$ cat src/mic_pkg.sv
package mic_pkg;
	// ---------------------------------------------------------------
	// Register map (byte addresses)
	// ---------------------------------------------------------------
	localparam logic [7:0] MIC_OPTION_OFF = 8'hC8;
	localparam logic [7:0] MIC_EVMASK_OFF = 8'hCC;
	localparam logic [7:0] MIC_EVFLAG_OFF = 8'hD0;
	localparam logic [7:0] MIC_STATUS_OFF = 8'hD4;
	localparam logic [7:0] MIC_OPTION_RST = 8'h00;
	localparam int MIC_LVL_SEL_BIT = 6;
	localparam int MIC_POL_SEL_BIT = 5;
	localparam int MIC_GLB_EN_BIT = 4;
	localparam logic [7:0] MIC_OPTION_USED = 8'h70;
	localparam int MIC_NEV = 10;
	localparam logic [MIC_NEV-1:0] MIC_EVMASK_RST = 10'h000;
	// ---------------------------------------------------------------
	// Event positions in the mask and flag registers
	// ---------------------------------------------------------------
	localparam int MIC_EV_TIMER = 0;
	localparam int MIC_EV_CONV = 1;
	localparam int MIC_EV_SRX = 2;
	localparam int MIC_EV_STX = 3;
	localparam int MIC_EV_ART = 4;
	localparam int MIC_EV_SPI = 5;
	localparam int MIC_EV_PA = 6;
	localparam int MIC_EV_PE = 7;
	localparam int MIC_EV_PB = 8;
	localparam int MIC_EV_PD = 9;
	// ---------------------------------------------------------------
	// Vectors
	// ---------------------------------------------------------------
	localparam logic [11:0] MIC_VEC0 = 12'hFFC;
	localparam logic [11:0] MIC_VEC1 = 12'hFF6;
	localparam logic [11:0] MIC_VEC2 = 12'hFF4;
	localparam logic [11:0] MIC_VEC3 = 12'hFF2;
	localparam logic [11:0] MIC_VEC4 = 12'hFF0;
	localparam int MIC_LDI_MISS_CYC = 3;

	typedef enum logic [1:0] {
		MIC_MODE_NORMAL = 2'b00,
		MIC_MODE_IRQ = 2'b01,
		MIC_MODE_NMI = 2'b11
	} mic_mode_e;

	typedef struct packed {
		logic carry;
		logic zero;
	} mic_flags_s;

	typedef struct packed {
		logic take;
		logic [2:0] src;
		logic [11:0] vector;
		logic swap_flags;
	} mic_grant_s;
endpackage

$ cat src/mic_irq_ctrl.sv
`timescale 1ns/100ps
module mic_irq_ctrl (
	input wire logic pclk,
	input wire logic presetn,
	input wire logic clk_en,
	input wire logic psel,
	input wire logic penable,
	input wire logic pwrite,
	input wire logic [7:0] paddr,
	input wire logic [31:0] pwdata,
	output logic [31:0] prdata,
	output logic pready,
	output logic pslverr,
	input wire logic nmi_pin_n,
	input wire logic [mic_pkg::MIC_NEV-1:0] event_in,
	input wire logic instr_end,
	input wire logic ldi_opt_clr,
	input wire logic return_from_interrupt,
	input wire logic low_power,
	input wire logic [11:0] pc_in,
	input wire mic_pkg::mic_flags_s flags_in,
	output mic_pkg::mic_grant_s grant_q,
	output logic [11:0] stack0_q,
	output mic_pkg::mic_flags_s flags_q,
	output mic_pkg::mic_mode_e mode_q,
	output logic wake_q
);
	import mic_pkg::*;

	// ---------------------------------------------------------------
	// Pin synchronisers
	// ---------------------------------------------------------------
	logic [1:0] nmi_sync_q;
	logic [MIC_NEV-1:0] ev_s1_q, ev_s2_q, ev_prev_q;
	logic nmi_prev_q;
	always_ff @(posedge pclk or negedge presetn) begin
		if (!presetn) begin
			nmi_sync_q <= 2'b11;
			nmi_prev_q <= 1'b1;
			ev_s1_q <= '0;
			ev_s2_q <= '0;
			ev_prev_q <= '0;
		end else if (clk_en) begin
			nmi_sync_q <= {nmi_sync_q[0], nmi_pin_n};
			nmi_prev_q <= nmi_sync_q[1];
			ev_s1_q <= event_in;
			ev_s2_q <= ev_s1_q;
			ev_prev_q <= ev_s2_q;
		end
	end

	// ---------------------------------------------------------------
	// APB slave
	// ---------------------------------------------------------------
	logic [7:0] option_q;
	logic [MIC_NEV-1:0] evmask_q, evflag_q;
	logic stack_valid_q, inhibit_q, nmi_latch_q;
	logic [1:0] ldi_cnt_q;
	wire acc = psel && penable;
	wire wr = acc && pwrite;
	wire hit_opt = paddr == MIC_OPTION_OFF;
	wire hit_msk = paddr == MIC_EVMASK_OFF;
	wire hit_flg = paddr == MIC_EVFLAG_OFF;
	wire hit_sta = paddr == MIC_STATUS_OFF;
	wire mapped = hit_opt || hit_msk || hit_flg || hit_sta;
	// Option register is write-only: reads return zero
	wire [31:0] rd_mux = hit_msk ? {22'h0, evmask_q} :
		hit_flg ? {22'h0, evflag_q} :
		hit_sta ? {26'h0, mode_q, stack_valid_q, wake_q, inhibit_q, nmi_latch_q} : 32'h0;

	always_ff @(posedge pclk or negedge presetn) begin
		if (!presetn) begin
			prdata <= 32'h0;
			pready <= 1'b0;
			pslverr <= 1'b0;
		end else if (clk_en) begin
			pready <= psel && !pready;
			pslverr <= psel && !pready && !mapped;
			prdata <= (psel && !pwrite) ? rd_mux : 32'h0;
		end
	end

	// Whole-byte writes only; unused bits forced to zero
	always_ff @(posedge pclk or negedge presetn) begin
		if (!presetn) begin
			option_q <= MIC_OPTION_RST;
			evmask_q <= MIC_EVMASK_RST;
		end else if (clk_en && wr && pready) begin
			if (hit_opt)
				option_q <= pwdata[7:0] & MIC_OPTION_USED;
			if (hit_msk)
				evmask_q <= pwdata[MIC_NEV-1:0];
		end
	end

	wire global_irq_enable = option_q[MIC_GLB_EN_BIT];
	wire level_edge_select = option_q[MIC_LVL_SEL_BIT];
	wire edge_polarity_select = option_q[MIC_POL_SEL_BIT];

	// ---------------------------------------------------------------
	// Event flags and routing
	// ---------------------------------------------------------------
	// Peripheral events are high-active pulses; flags set wins over a write-one clear
	wire [MIC_NEV-1:0] ev_rise = ev_s2_q & ~ev_prev_q;
	wire flg_clr = wr && pready && hit_flg;
	always_ff @(posedge pclk or negedge presetn) begin
		if (!presetn)
			evflag_q <= '0;
		else if (clk_en)
			evflag_q <= (evflag_q & ~(flg_clr ? pwdata[MIC_NEV-1:0] : '0)) | ev_rise;
	end
	// Masked event levels OR onto their sources; active low like pins
	wire [MIC_NEV-1:0] ev_on = ev_s2_q & evmask_q;
	wire src1_n = !(ev_on[MIC_EV_SPI] || ev_on[MIC_EV_PA] || ev_on[MIC_EV_PE]);
	wire src2_n = !(ev_on[MIC_EV_PB] || ev_on[MIC_EV_PD]);
	wire src3_n = !ev_on[MIC_EV_ART];
	wire src4_n = !(ev_on[MIC_EV_TIMER] || ev_on[MIC_EV_CONV] ||
		ev_on[MIC_EV_SRX] || ev_on[MIC_EV_STX]);
	logic src1_prev_q, src2_prev_q;

	// ---------------------------------------------------------------
	// Edge latches
	// ---------------------------------------------------------------
	logic edge1_q, edge2_q;
	wire nmi_fall = nmi_prev_q && !nmi_sync_q[1];
	wire s1_fall = src1_prev_q && !src1_n;
	wire s2_edge = edge_polarity_select ? (!src2_prev_q && src2_n) :
		(src2_prev_q && !src2_n);

	// ---------------------------------------------------------------
	// Arbitration
	// ---------------------------------------------------------------
	wire req1 = level_edge_select ? !src1_n : edge1_q;
	wire mask_ok = global_irq_enable && !inhibit_q;
	wire take_nmi = nmi_latch_q && mode_q != MIC_MODE_NMI;
	wire take1 = mask_ok && req1;
	wire take2 = mask_ok && edge2_q;
	wire take3 = mask_ok && !src3_n;
	wire take4 = mask_ok && !src4_n;
	wire any_take = instr_end && (take_nmi || take1 || take2 || take3 || take4);
	wire [2:0] sel_src = take_nmi ? 3'h0 : take1 ? 3'h1 : take2 ? 3'h2 :
		take3 ? 3'h3 : 3'h4;
	wire [11:0] sel_vec = take_nmi ? MIC_VEC0 : take1 ? MIC_VEC1 : take2 ? MIC_VEC2 :
		take3 ? MIC_VEC3 : MIC_VEC4;
	// Option-clearing load still running within its first cycles
	wire ldi_window = ldi_opt_clr && ldi_cnt_q < 2'(MIC_LDI_MISS_CYC);
	wire no_swap = !take_nmi && mode_q == MIC_MODE_NORMAL && ldi_window;
	wire clr1 = any_take && sel_src == 3'h1;
	wire clr2 = any_take && sel_src == 3'h2;

	always_ff @(posedge pclk or negedge presetn) begin
		if (!presetn) begin
			src1_prev_q <= 1'b1;
			src2_prev_q <= 1'b1;
			edge1_q <= 1'b0;
			edge2_q <= 1'b0;
			nmi_latch_q <= 1'b0;
			ldi_cnt_q <= 2'h0;
		end else if (clk_en) begin
			src1_prev_q <= src1_n;
			src2_prev_q <= src2_n;
			ldi_cnt_q <= ldi_opt_clr ? ldi_cnt_q + ((ldi_cnt_q == 2'h3) ? 2'h0 : 2'h1) : 2'h0;
			// Set beats clear; only one request is held
			edge1_q <= (edge1_q && !clr1) || (!level_edge_select && s1_fall);
			edge2_q <= (edge2_q && !clr2) || s2_edge;
			nmi_latch_q <= (nmi_latch_q && !(any_take && take_nmi)) || nmi_fall;
		end
	end

	// ---------------------------------------------------------------
	// Entry and return sequence
	// ---------------------------------------------------------------
	mic_flags_s flags_norm_q, flags_irq_q, flags_nmi_q;
	mic_mode_e mode_prev_q;
	logic swapped_q;

	always_ff @(posedge pclk or negedge presetn) begin
		if (!presetn) begin
			grant_q <= '0;
			stack0_q <= 12'h000;
			stack_valid_q <= 1'b0;
			flags_q <= '0;
			flags_norm_q <= '0;
			flags_irq_q <= '0;
			flags_nmi_q <= '0;
			mode_q <= MIC_MODE_NORMAL;
			mode_prev_q <= MIC_MODE_NORMAL;
			inhibit_q <= 1'b0;
			swapped_q <= 1'b1;
			wake_q <= 1'b0;
		end else if (clk_en) begin
			// Wake needs global enable even for the non-maskable source
			wake_q <= low_power && global_irq_enable &&
				(nmi_latch_q || req1 || edge2_q || !src3_n || !src4_n);
			grant_q <= '0;
			if (any_take) begin
				grant_q <= '{
					take: 1'b1,
					src: sel_src,
					vector: sel_vec,
					swap_flags: !no_swap
				};
				stack0_q <= pc_in;
				stack_valid_q <= 1'b1;
				inhibit_q <= 1'b1;
				mode_prev_q <= mode_q;
				mode_q <= take_nmi ? MIC_MODE_NMI : MIC_MODE_IRQ;
				swapped_q <= !no_swap;
				case (mode_q)
					MIC_MODE_NORMAL: flags_norm_q <= flags_in;
					MIC_MODE_IRQ: flags_irq_q <= flags_in;
					default: flags_nmi_q <= flags_in;
				endcase
				if (no_swap)
					flags_q <= flags_in;
				else if (take_nmi)
					flags_q <= flags_nmi_q;
				else
					flags_q <= flags_irq_q;
			end else if (return_from_interrupt && mode_q != MIC_MODE_NORMAL) begin
				if (swapped_q) begin
					if (mode_q == MIC_MODE_NMI)
						flags_nmi_q <= flags_in;
					else
						flags_irq_q <= flags_in;
				end
				flags_q <= (mode_prev_q == MIC_MODE_IRQ) ? flags_irq_q : flags_norm_q;
				stack_valid_q <= 1'b0;
				mode_q <= mode_prev_q;
				mode_prev_q <= MIC_MODE_NORMAL;
				swapped_q <= 1'b1;
				inhibit_q <= mode_prev_q == MIC_MODE_IRQ;
			end
		end
	end
endmodule // mic_irq_ctrl

$ cat config.mk
export PLATFORM = sky130hd
export DESIGN_NAME = mic_irq_ctrl
export DESIGN_NICKNAME = d
export VERILOG_FILES = /design/src/mic_pkg.sv /design/src/mic_irq_ctrl.sv
export SDC_FILE = /design/constraint.sdc
export NUM_CORES = 1
export LEC_CHECK = 0
export ABC_CLOCK_PERIOD_IN_PS = 1950
export BUFFER_PORTS_ARGS = -buffer_cell sky130_fd_sc_hd__buf_4
export CAP_MARGIN = 5
export CORE_ASPECT_RATIO = 0.7
export CORE_MARGIN = 2
export CORE_UTILIZATION = 42
export DETAILED_ROUTE_END_ITERATION = 7
export GPL_TIMING_DRIVEN = 0
export PLACE_DENSITY = 0.8
export SYNTH_ARGS = -nofsm -noshare
export SYNTH_HDL_FRONTEND = slang
export SYNTH_SLANG_ARGS = --single-unit
$ cat constraint.sdc
create_clock -name pclk -period 1.95 [get_ports pclk]
set_input_delay 0 -clock pclk [delete_from_list [all_inputs] [get_ports pclk]]
set_output_delay 0 -clock pclk [all_outputs]
set_load 0.01 [all_outputs]
# [Word level (Yosys, flattened, before mapping)]
# Index checks and enable logic that the tools add are counted.
[totals] regBits=142 in_bits=75 output_inout_bits=68 elab_cells=182
[classes] add_sub_neg=1 order_cmp=1 eq_ne=14 mux=44 n_bitwise=6 reduce_logical=80
[op_table] cell="$mux W2" count=22
[op_table] cell="$mux W10" count=4
[op_table] cell="$logic_and A1 B1 Y1" count=33
[op_table] cell="$eq A8 B8 Y1 const B" count=4
[op_table] cell="$and A10 B10 Y10" count=3
[op_table] cell="$logic_or A1 B1 Y1" count=20
[op_table] cell="$not A10 Y10" count=2
[op_table] cell="$mux W3" count=6
[op_table] cell="$mux W17" count=1
[op_table] cell="$logic_not A1 Y1" count=14
[op_table] cell="$or A10 B10 Y10" count=1
[op_table] cell="$reduce_and A5 Y1" count=2
[op_table] cell="$mux W1" count=9
[op_table] cell="$reduce_and A2 Y1" count=4
[op_table] cell="$reduce_bool A2 Y1" count=4
[op_table] cell="$mux W6" count=1
[op_table] cell="$ne A2 B2 Y1 const B" count=3
[op_table] cell="$eq A2 B1 Y1 const B" count=2
[op_table] cell="$eq A2 B2 Y1 const B" count=2
[op_table] cell="$mux W4" count=1
[op_table] cell="$eq A3 B1 Y1 const B" count=1
[op_table] cell="$eq A3 B2 Y1 const B" count=1
[op_table] cell="$reduce_and A3 Y1" count=1
[op_table] cell="$add A2 B1 Y2" count=1
[op_table] cell="other kinds (4)" count=4

# [Logic depth before layout (Yosys ltp)]
[logic_depth] ltp_word=14 depth_mapped=7 ltp_nobuf=5

# [Least setup slack after synthesis]
# No wires, ideal clock.
[synth_path] kind="flip-flop to flip-flop" startpoint="register mode_q[0]" endpoint="register flags_irq_q[0] (netlist name)" setup_time_ps=128 t_arrival_ps=1921 required_time_ps=1822 setup_slack_ps=-99 path_stages_with_launch=6 path_buffers=0 synth_period_minus_slack_ps=2049 path_cell_list="dfrtp_1 -> a21boi_4 -> and4b_4 -> a221o_1 -> a221oi_2 -> mux2_1"
[synth_via] elab_chain_cells=9 word_cells_on_any_way=17 classes_between="eq/ne: 5; mux: 1; reduce/logical: 11"
[synth_rtl] element="start: declaration" line="mic_irq_ctrl.sv:25" rtl="output mic_pkg::mic_mode_e mode_q,"
[synth_rtl] element="start signal: assignment" line="mic_irq_ctrl.sv:207" rtl="mode_q <= take_nmi ? MIC_MODE_NMI : MIC_MODE_IRQ;"
[synth_rtl] element="start signal: assignment" line="mic_irq_ctrl.sv:229" rtl="mode_q <= mode_prev_q;"
[synth_rtl] element="$ne A2 B2 Y1" line="mic_irq_ctrl.sv:135" rtl="wire take_nmi = nmi_latch_q && mode_q != MIC_MODE_NMI;"
[synth_rtl] element="$logic_and A1 B1 Y1" line="mic_irq_ctrl.sv:135"
[synth_rtl] element="$logic_or A1 B1 Y1 (4 in a row)" line="mic_irq_ctrl.sv:140" rtl="wire any_take = instr_end && (take_nmi || take1 || take2 || take3 || take4);"
[synth_rtl] element="$logic_and A1 B1 Y1" line="mic_irq_ctrl.sv:140"
[synth_rtl] element="$ne A2 B1 Y1 (no source line) (tied with other cells)"
[synth_rtl] element="$reduce_and A5 Y1 (no source line)"
[synth_rtl] element="end signal: assignment" line="mic_irq_ctrl.sv:211" rtl="MIC_MODE_IRQ: flags_irq_q <= flags_in;"
[synth_rtl] element="end signal: assignment" line="mic_irq_ctrl.sv:225" rtl="flags_irq_q <= flags_in;"
[synth_rtl] element="end: declaration" line="mic_irq_ctrl.sv:173" rtl="mic_flags_s flags_norm_q, flags_irq_q, flags_nmi_q;"
# Parallel ways exist; a longest one is shown, timed or not.
# A chain may end at the register's enable or synchronous reset.

# [Final worst setup path]
[layout_path] startpoint="register evmask_q[5]" endpoint="register flags_irq_q[0] (netlist name)"
[layout_via] elab_chain_cells=12 word_cells_on_any_way=16 classes_between="eq/ne: 2; mux: 2; bitwise: 1; reduce/logical: 11"
[layout_rtl] element="start: declaration" line="mic_irq_ctrl.sv:56" rtl="logic [MIC_NEV-1:0] evmask_q, evflag_q;"
[layout_rtl] element="start signal: assignment" line="mic_irq_ctrl.sv:92" rtl="evmask_q <= pwdata[MIC_NEV-1:0];"
[layout_rtl] element="$and A10 B10 Y10 (*)" line="mic_irq_ctrl.sv:113" rtl="wire [MIC_NEV-1:0] ev_on = ev_s2_q & evmask_q;"
[layout_rtl] element="$logic_or A1 B1 Y1 (*) (2 in a row)" line="mic_irq_ctrl.sv:114" rtl="wire src1_n = !(ev_on[MIC_EV_SPI] || ev_on[MIC_EV_PA] || ev_on[MIC_EV_PE]);"
[layout_rtl] element="$mux W1 (*)" line="mic_irq_ctrl.sv:133" rtl="wire req1 = level_edge_select ? !src1_n : edge1_q;"
[layout_rtl] element="$logic_and A1 B1 Y1 (*)" line="mic_irq_ctrl.sv:136" rtl="wire take1 = mask_ok && req1;"
[layout_rtl] element="$logic_or A1 B1 Y1 (*) (4 in a row)" line="mic_irq_ctrl.sv:140"
[layout_rtl] element="$logic_and A1 B1 Y1 (*)" line="mic_irq_ctrl.sv:140"
[layout_rtl] element="$ne A2 B1 Y1 (no source line) (tied with other cells)"
[layout_rtl] element="$reduce_and A5 Y1 (no source line)"
# Mark *: on every way between the ends. The rest lies on a longest branch, timed or not.

==> run metrics <==
met3 WL post-DR=around 900 um; core footprint=roughly 12,000 um^2; Final Setup Violations=6; cell repeated most along the worst path=a221oi_4; drt pass-1 iters=5; vias=around 4,100; register area=approximately 2800 um^2; CTS tree=done; final worst setup slack=-0.106 ns; delay-heaviest family, CP=compound AO/OA/AOI/OAI gates; Pleak=3.35 nW; DR WL/cell=roughly 16 um; min Tclk post-route=~2.1 ns; clock sinks=110; Non-Filler Instances=approximately 800; drt drc=0; chip width=~130 um; RePlAce Congestion=~0.80; synthesis-stage register bit count=110; distinct cell type count after synthesis=48; Synth area leader=dfrtp_1; mean post-synth cell area=11.0 um^2; xor/xnor cell area share of the yosys netlist=0%; io pins=about 140; initial DRC count=373; Area contributors post-synth=dfrtp_1, mux2_2, nand2_1, buf_4, o21ai_0; Clock Path Buffers=2; fillcell total=910; most common cell in the netlist=dfrtp_1; Worst Tran Pin Value=slightly above 0.7 ns; Mapped Area=~5000 um^2; buffers and inverters on the worst path=0; Worst IR Drop VDD=approximately 580 uV; layout cell share with drive strength beyond 1=a little under two fifths; Final #Nets=723; DRT met1 WL=around 5.7 mm; failing checks=setup timing; first-pass GRT wire length=20.6 mm; Placed Cells=~730; gr ovfl total=0; maximum capacitance violations=0; final WL=between 10 and 15 mm; H-tree Lvls=3; area of the multi-input gates=between 2000 and 2500 um^2; Crit. End Element=flip-flop; clock tree root driver cell=clkbuf_16; Synth Warn #=0; Starting Density=a little over two fifths; post-synthesis adder-cell area fraction=0%; status=finished, violations left; Fin. Hold Viols=0; CP max FO=5; sequential cell area fraction in the yosys report=55.2%; # rows=33; P&R area growth vs syn=40.1%; ys flop type=dfrtp_1; CP max-delay cell=a222oi_1; Slew headroom=between 50% and 60%; DPL Wire Length=8.84 mm; post-synthesis mux area share=a little under an eighth; EDFF count, synth=0; Synth Area in Simple Gates=10.9%; crit-path max cell delay=0.42 ns; Startpoint Class=flip-flop; die area=~13,000 um^2; Clock Latency Late Sink=approximately 0.36 ns; antenna cells=0; Peak Freq=between 400 and 500 MHz; final core occ=60.2%; total track usage=between 20% and 30%; CTS buffer count=9; Worst-path clk slew=0.08 ns; Worst Skew=between 0.009 and 0.01 ns; most frequent cells after synthesis=dfrtp_1, nand2_1, mux2_2; Routed Antenna Nets=0; Highest Signal Layer=met4; DR vias/cell=between 5 and 6; sum of negative setup slack=-0.349 ns; RSZ-0062 raised after global routing=yes; Slew Limit Fails=0; largest net degree at the start of global routing=around 110; period utilization=105%; crit path cell chain=a222oi_1, a21o_2, a221oi_4, a221oi_4, mux2_4; Power Density=991 nW/um^2; crit path DAT=2.30 ns; pre-CTS setup slack=-0.321 ns; largest family of logic cells by synthesized area=compound AO/OA/AOI/OAI gates; Async SR Flop Fraction=between 90% and 100%; Buffers on Ports=96; die height=between 90 and 100 um; Synth Instances=around 460; Setup Crit Path Kind=flip-flop to flip-flop; vias in the first global route=just over 4,000; Hold Crit Class=input port to async pin; WP data required=between 2 and 2.5 ns; Synth top area share=between 50 and 60%; met2 WL=6.22 mm; Hold WS=0.00998 ns; Synth Area in Compound Gates=between 10% and 20%; initial antenna violation count=0
timing repair:
| item | CTS | global route |
|---|---|---|
| gates cloned | 0 | 0 |
| hold buffers | 38 | 2 |
| pin swaps | 4 | 10 |
| hold endpoints to repair | 59 | 107 |
| buffers inserted | 9 | 13 |
| setup endpoints to repair | 35 | 23 |
| gates resized for setup | 11 | 20 |
flip-flops by register name, summed over array words and instances, names as in the netlist, 2 cells and up:
signal,cells
stack0_q,12
option_q,3
evmask_q,10
ev_prev_q,10
flags_irq_q,2
evflag_q,10
prdata,10
ev_s1_q,10
flags_q,2
mode_prev_q,2
flags_norm_q,2
grant_q,7
mode_q,2
nmi_sync_q,2
flags_nmi_q,2
ldi_cnt_q,2
ev_s2_q,10
layer usage:
layer  vias up  track usage (%)
li1       1919                -
met1      2036             27.2
met2       163             35.2
met3        23             4.57
met4         0             6.84
met5         -                0
report_power, final:
group | switching (mW) | internal [mW] | leakage (nW) | total, mW
Combinational | 1.02 | 1.14 | 1.88 | 2.16
Sequential | 0.357 | 2.70 | 1.35 | 3.06
Clock | 0.858 | 0.878 | 0.131 | 1.74
path summary, 6_finish.rpt:
kind / cells past startpoint / endpoint / slack [ns] / from
max: 5 / flags_irq_q[0]$_DFFE_PN0P_ / -0.11 / evmask_q[5]$_DFFE_PN0P_
min: 2 / ev_s1_q[1]$_DFFE_PN0P_ / 0.01 / presetn
max reg2reg: 5 / flags_irq_q[0]$_DFFE_PN0P_ / -0.11 / evmask_q[5]$_DFFE_PN0P_
min reg2reg: 1 / evflag_q[8]$_DFFE_PN0P_ / 0.44 / ev_prev_q[8]$_DFFE_PN0P_
max in group asynchronous: 3 / mode_q[0]$_DFFE_PN0P_ / 1.22 / presetn
min in group pclk: 3 / mode_q[0]$_DFFE_PN0P_ / 0.06 / return_from_interrupt
cell type report:
cell class	instances	area share (%)
sequential	110	39.4
inverter	32	1.71
clock inverter	6	0.696
clock buffer	10	3.26
buffer	49	4.73
multi-input combinational	287	28.6
timing repair buffer	159	18.8
tap	157	2.80
cell families (layout without fill, tap and decap cells):
logic type | count (synthesis) | after routing
other | 1 | 23
DFF | 110 | 110
buffers and inverters | 81 | 256
muxes | 52 | 52
AOI/OAI and AO/OA | 96 | 96
and+or+nand+nor | 116 | 116
cell usage in the layout, fill, tap and decap left out, types with 2 or more instances in the layout:
cell           instances
buf_1                  5
nand3_1                7
a211oi_1               2
buf_4                150
buf_6                  4
mux2i_1                8
dfrtp_1              101
clkinvlp_4             2
mux2_2                39
mux2_4                 4
dfstp_2                6
a221o_1                2
a21o_1                 2
dlygate4sd3_1         40
a221oi_4               3
clkinv_4               2
nand2_1               76
and3_1                 2
clkbuf_16              9
inv_1                 31
nor3_1                 4
o2bb2ai_1             14
o22ai_1                3
a2111oi_4              2
a21oi_1                5
o211ai_1               8
o21ai_0               38
clkbuf_1               8
nor2_1                 7
conb_1                23
dfrtp_2                3
a22oi_1                7
nor2b_1                3
nand3b_1               3
nand2b_1               4
worst register-to-register path: stages (launching register included):
cell and delay [ns]:
dfrtp_1 0.39, a222oi_1 0.42, a21o_2 0.29, a221oi_4 0.13, a221oi_4 0.39, mux2_4 0.34
stage by stage:
stage / cell area, um^2 / total power [mW]
after CTS: 6780 / 6.68
final: 7010 / 6.95
after global routing: 7010 / 7.33
after detailed placement: 6010 / 4.79
after global placement: 6010 / 4.70
after floorplan: 5090 / 4.01
(Power assumes the default switching activity.)
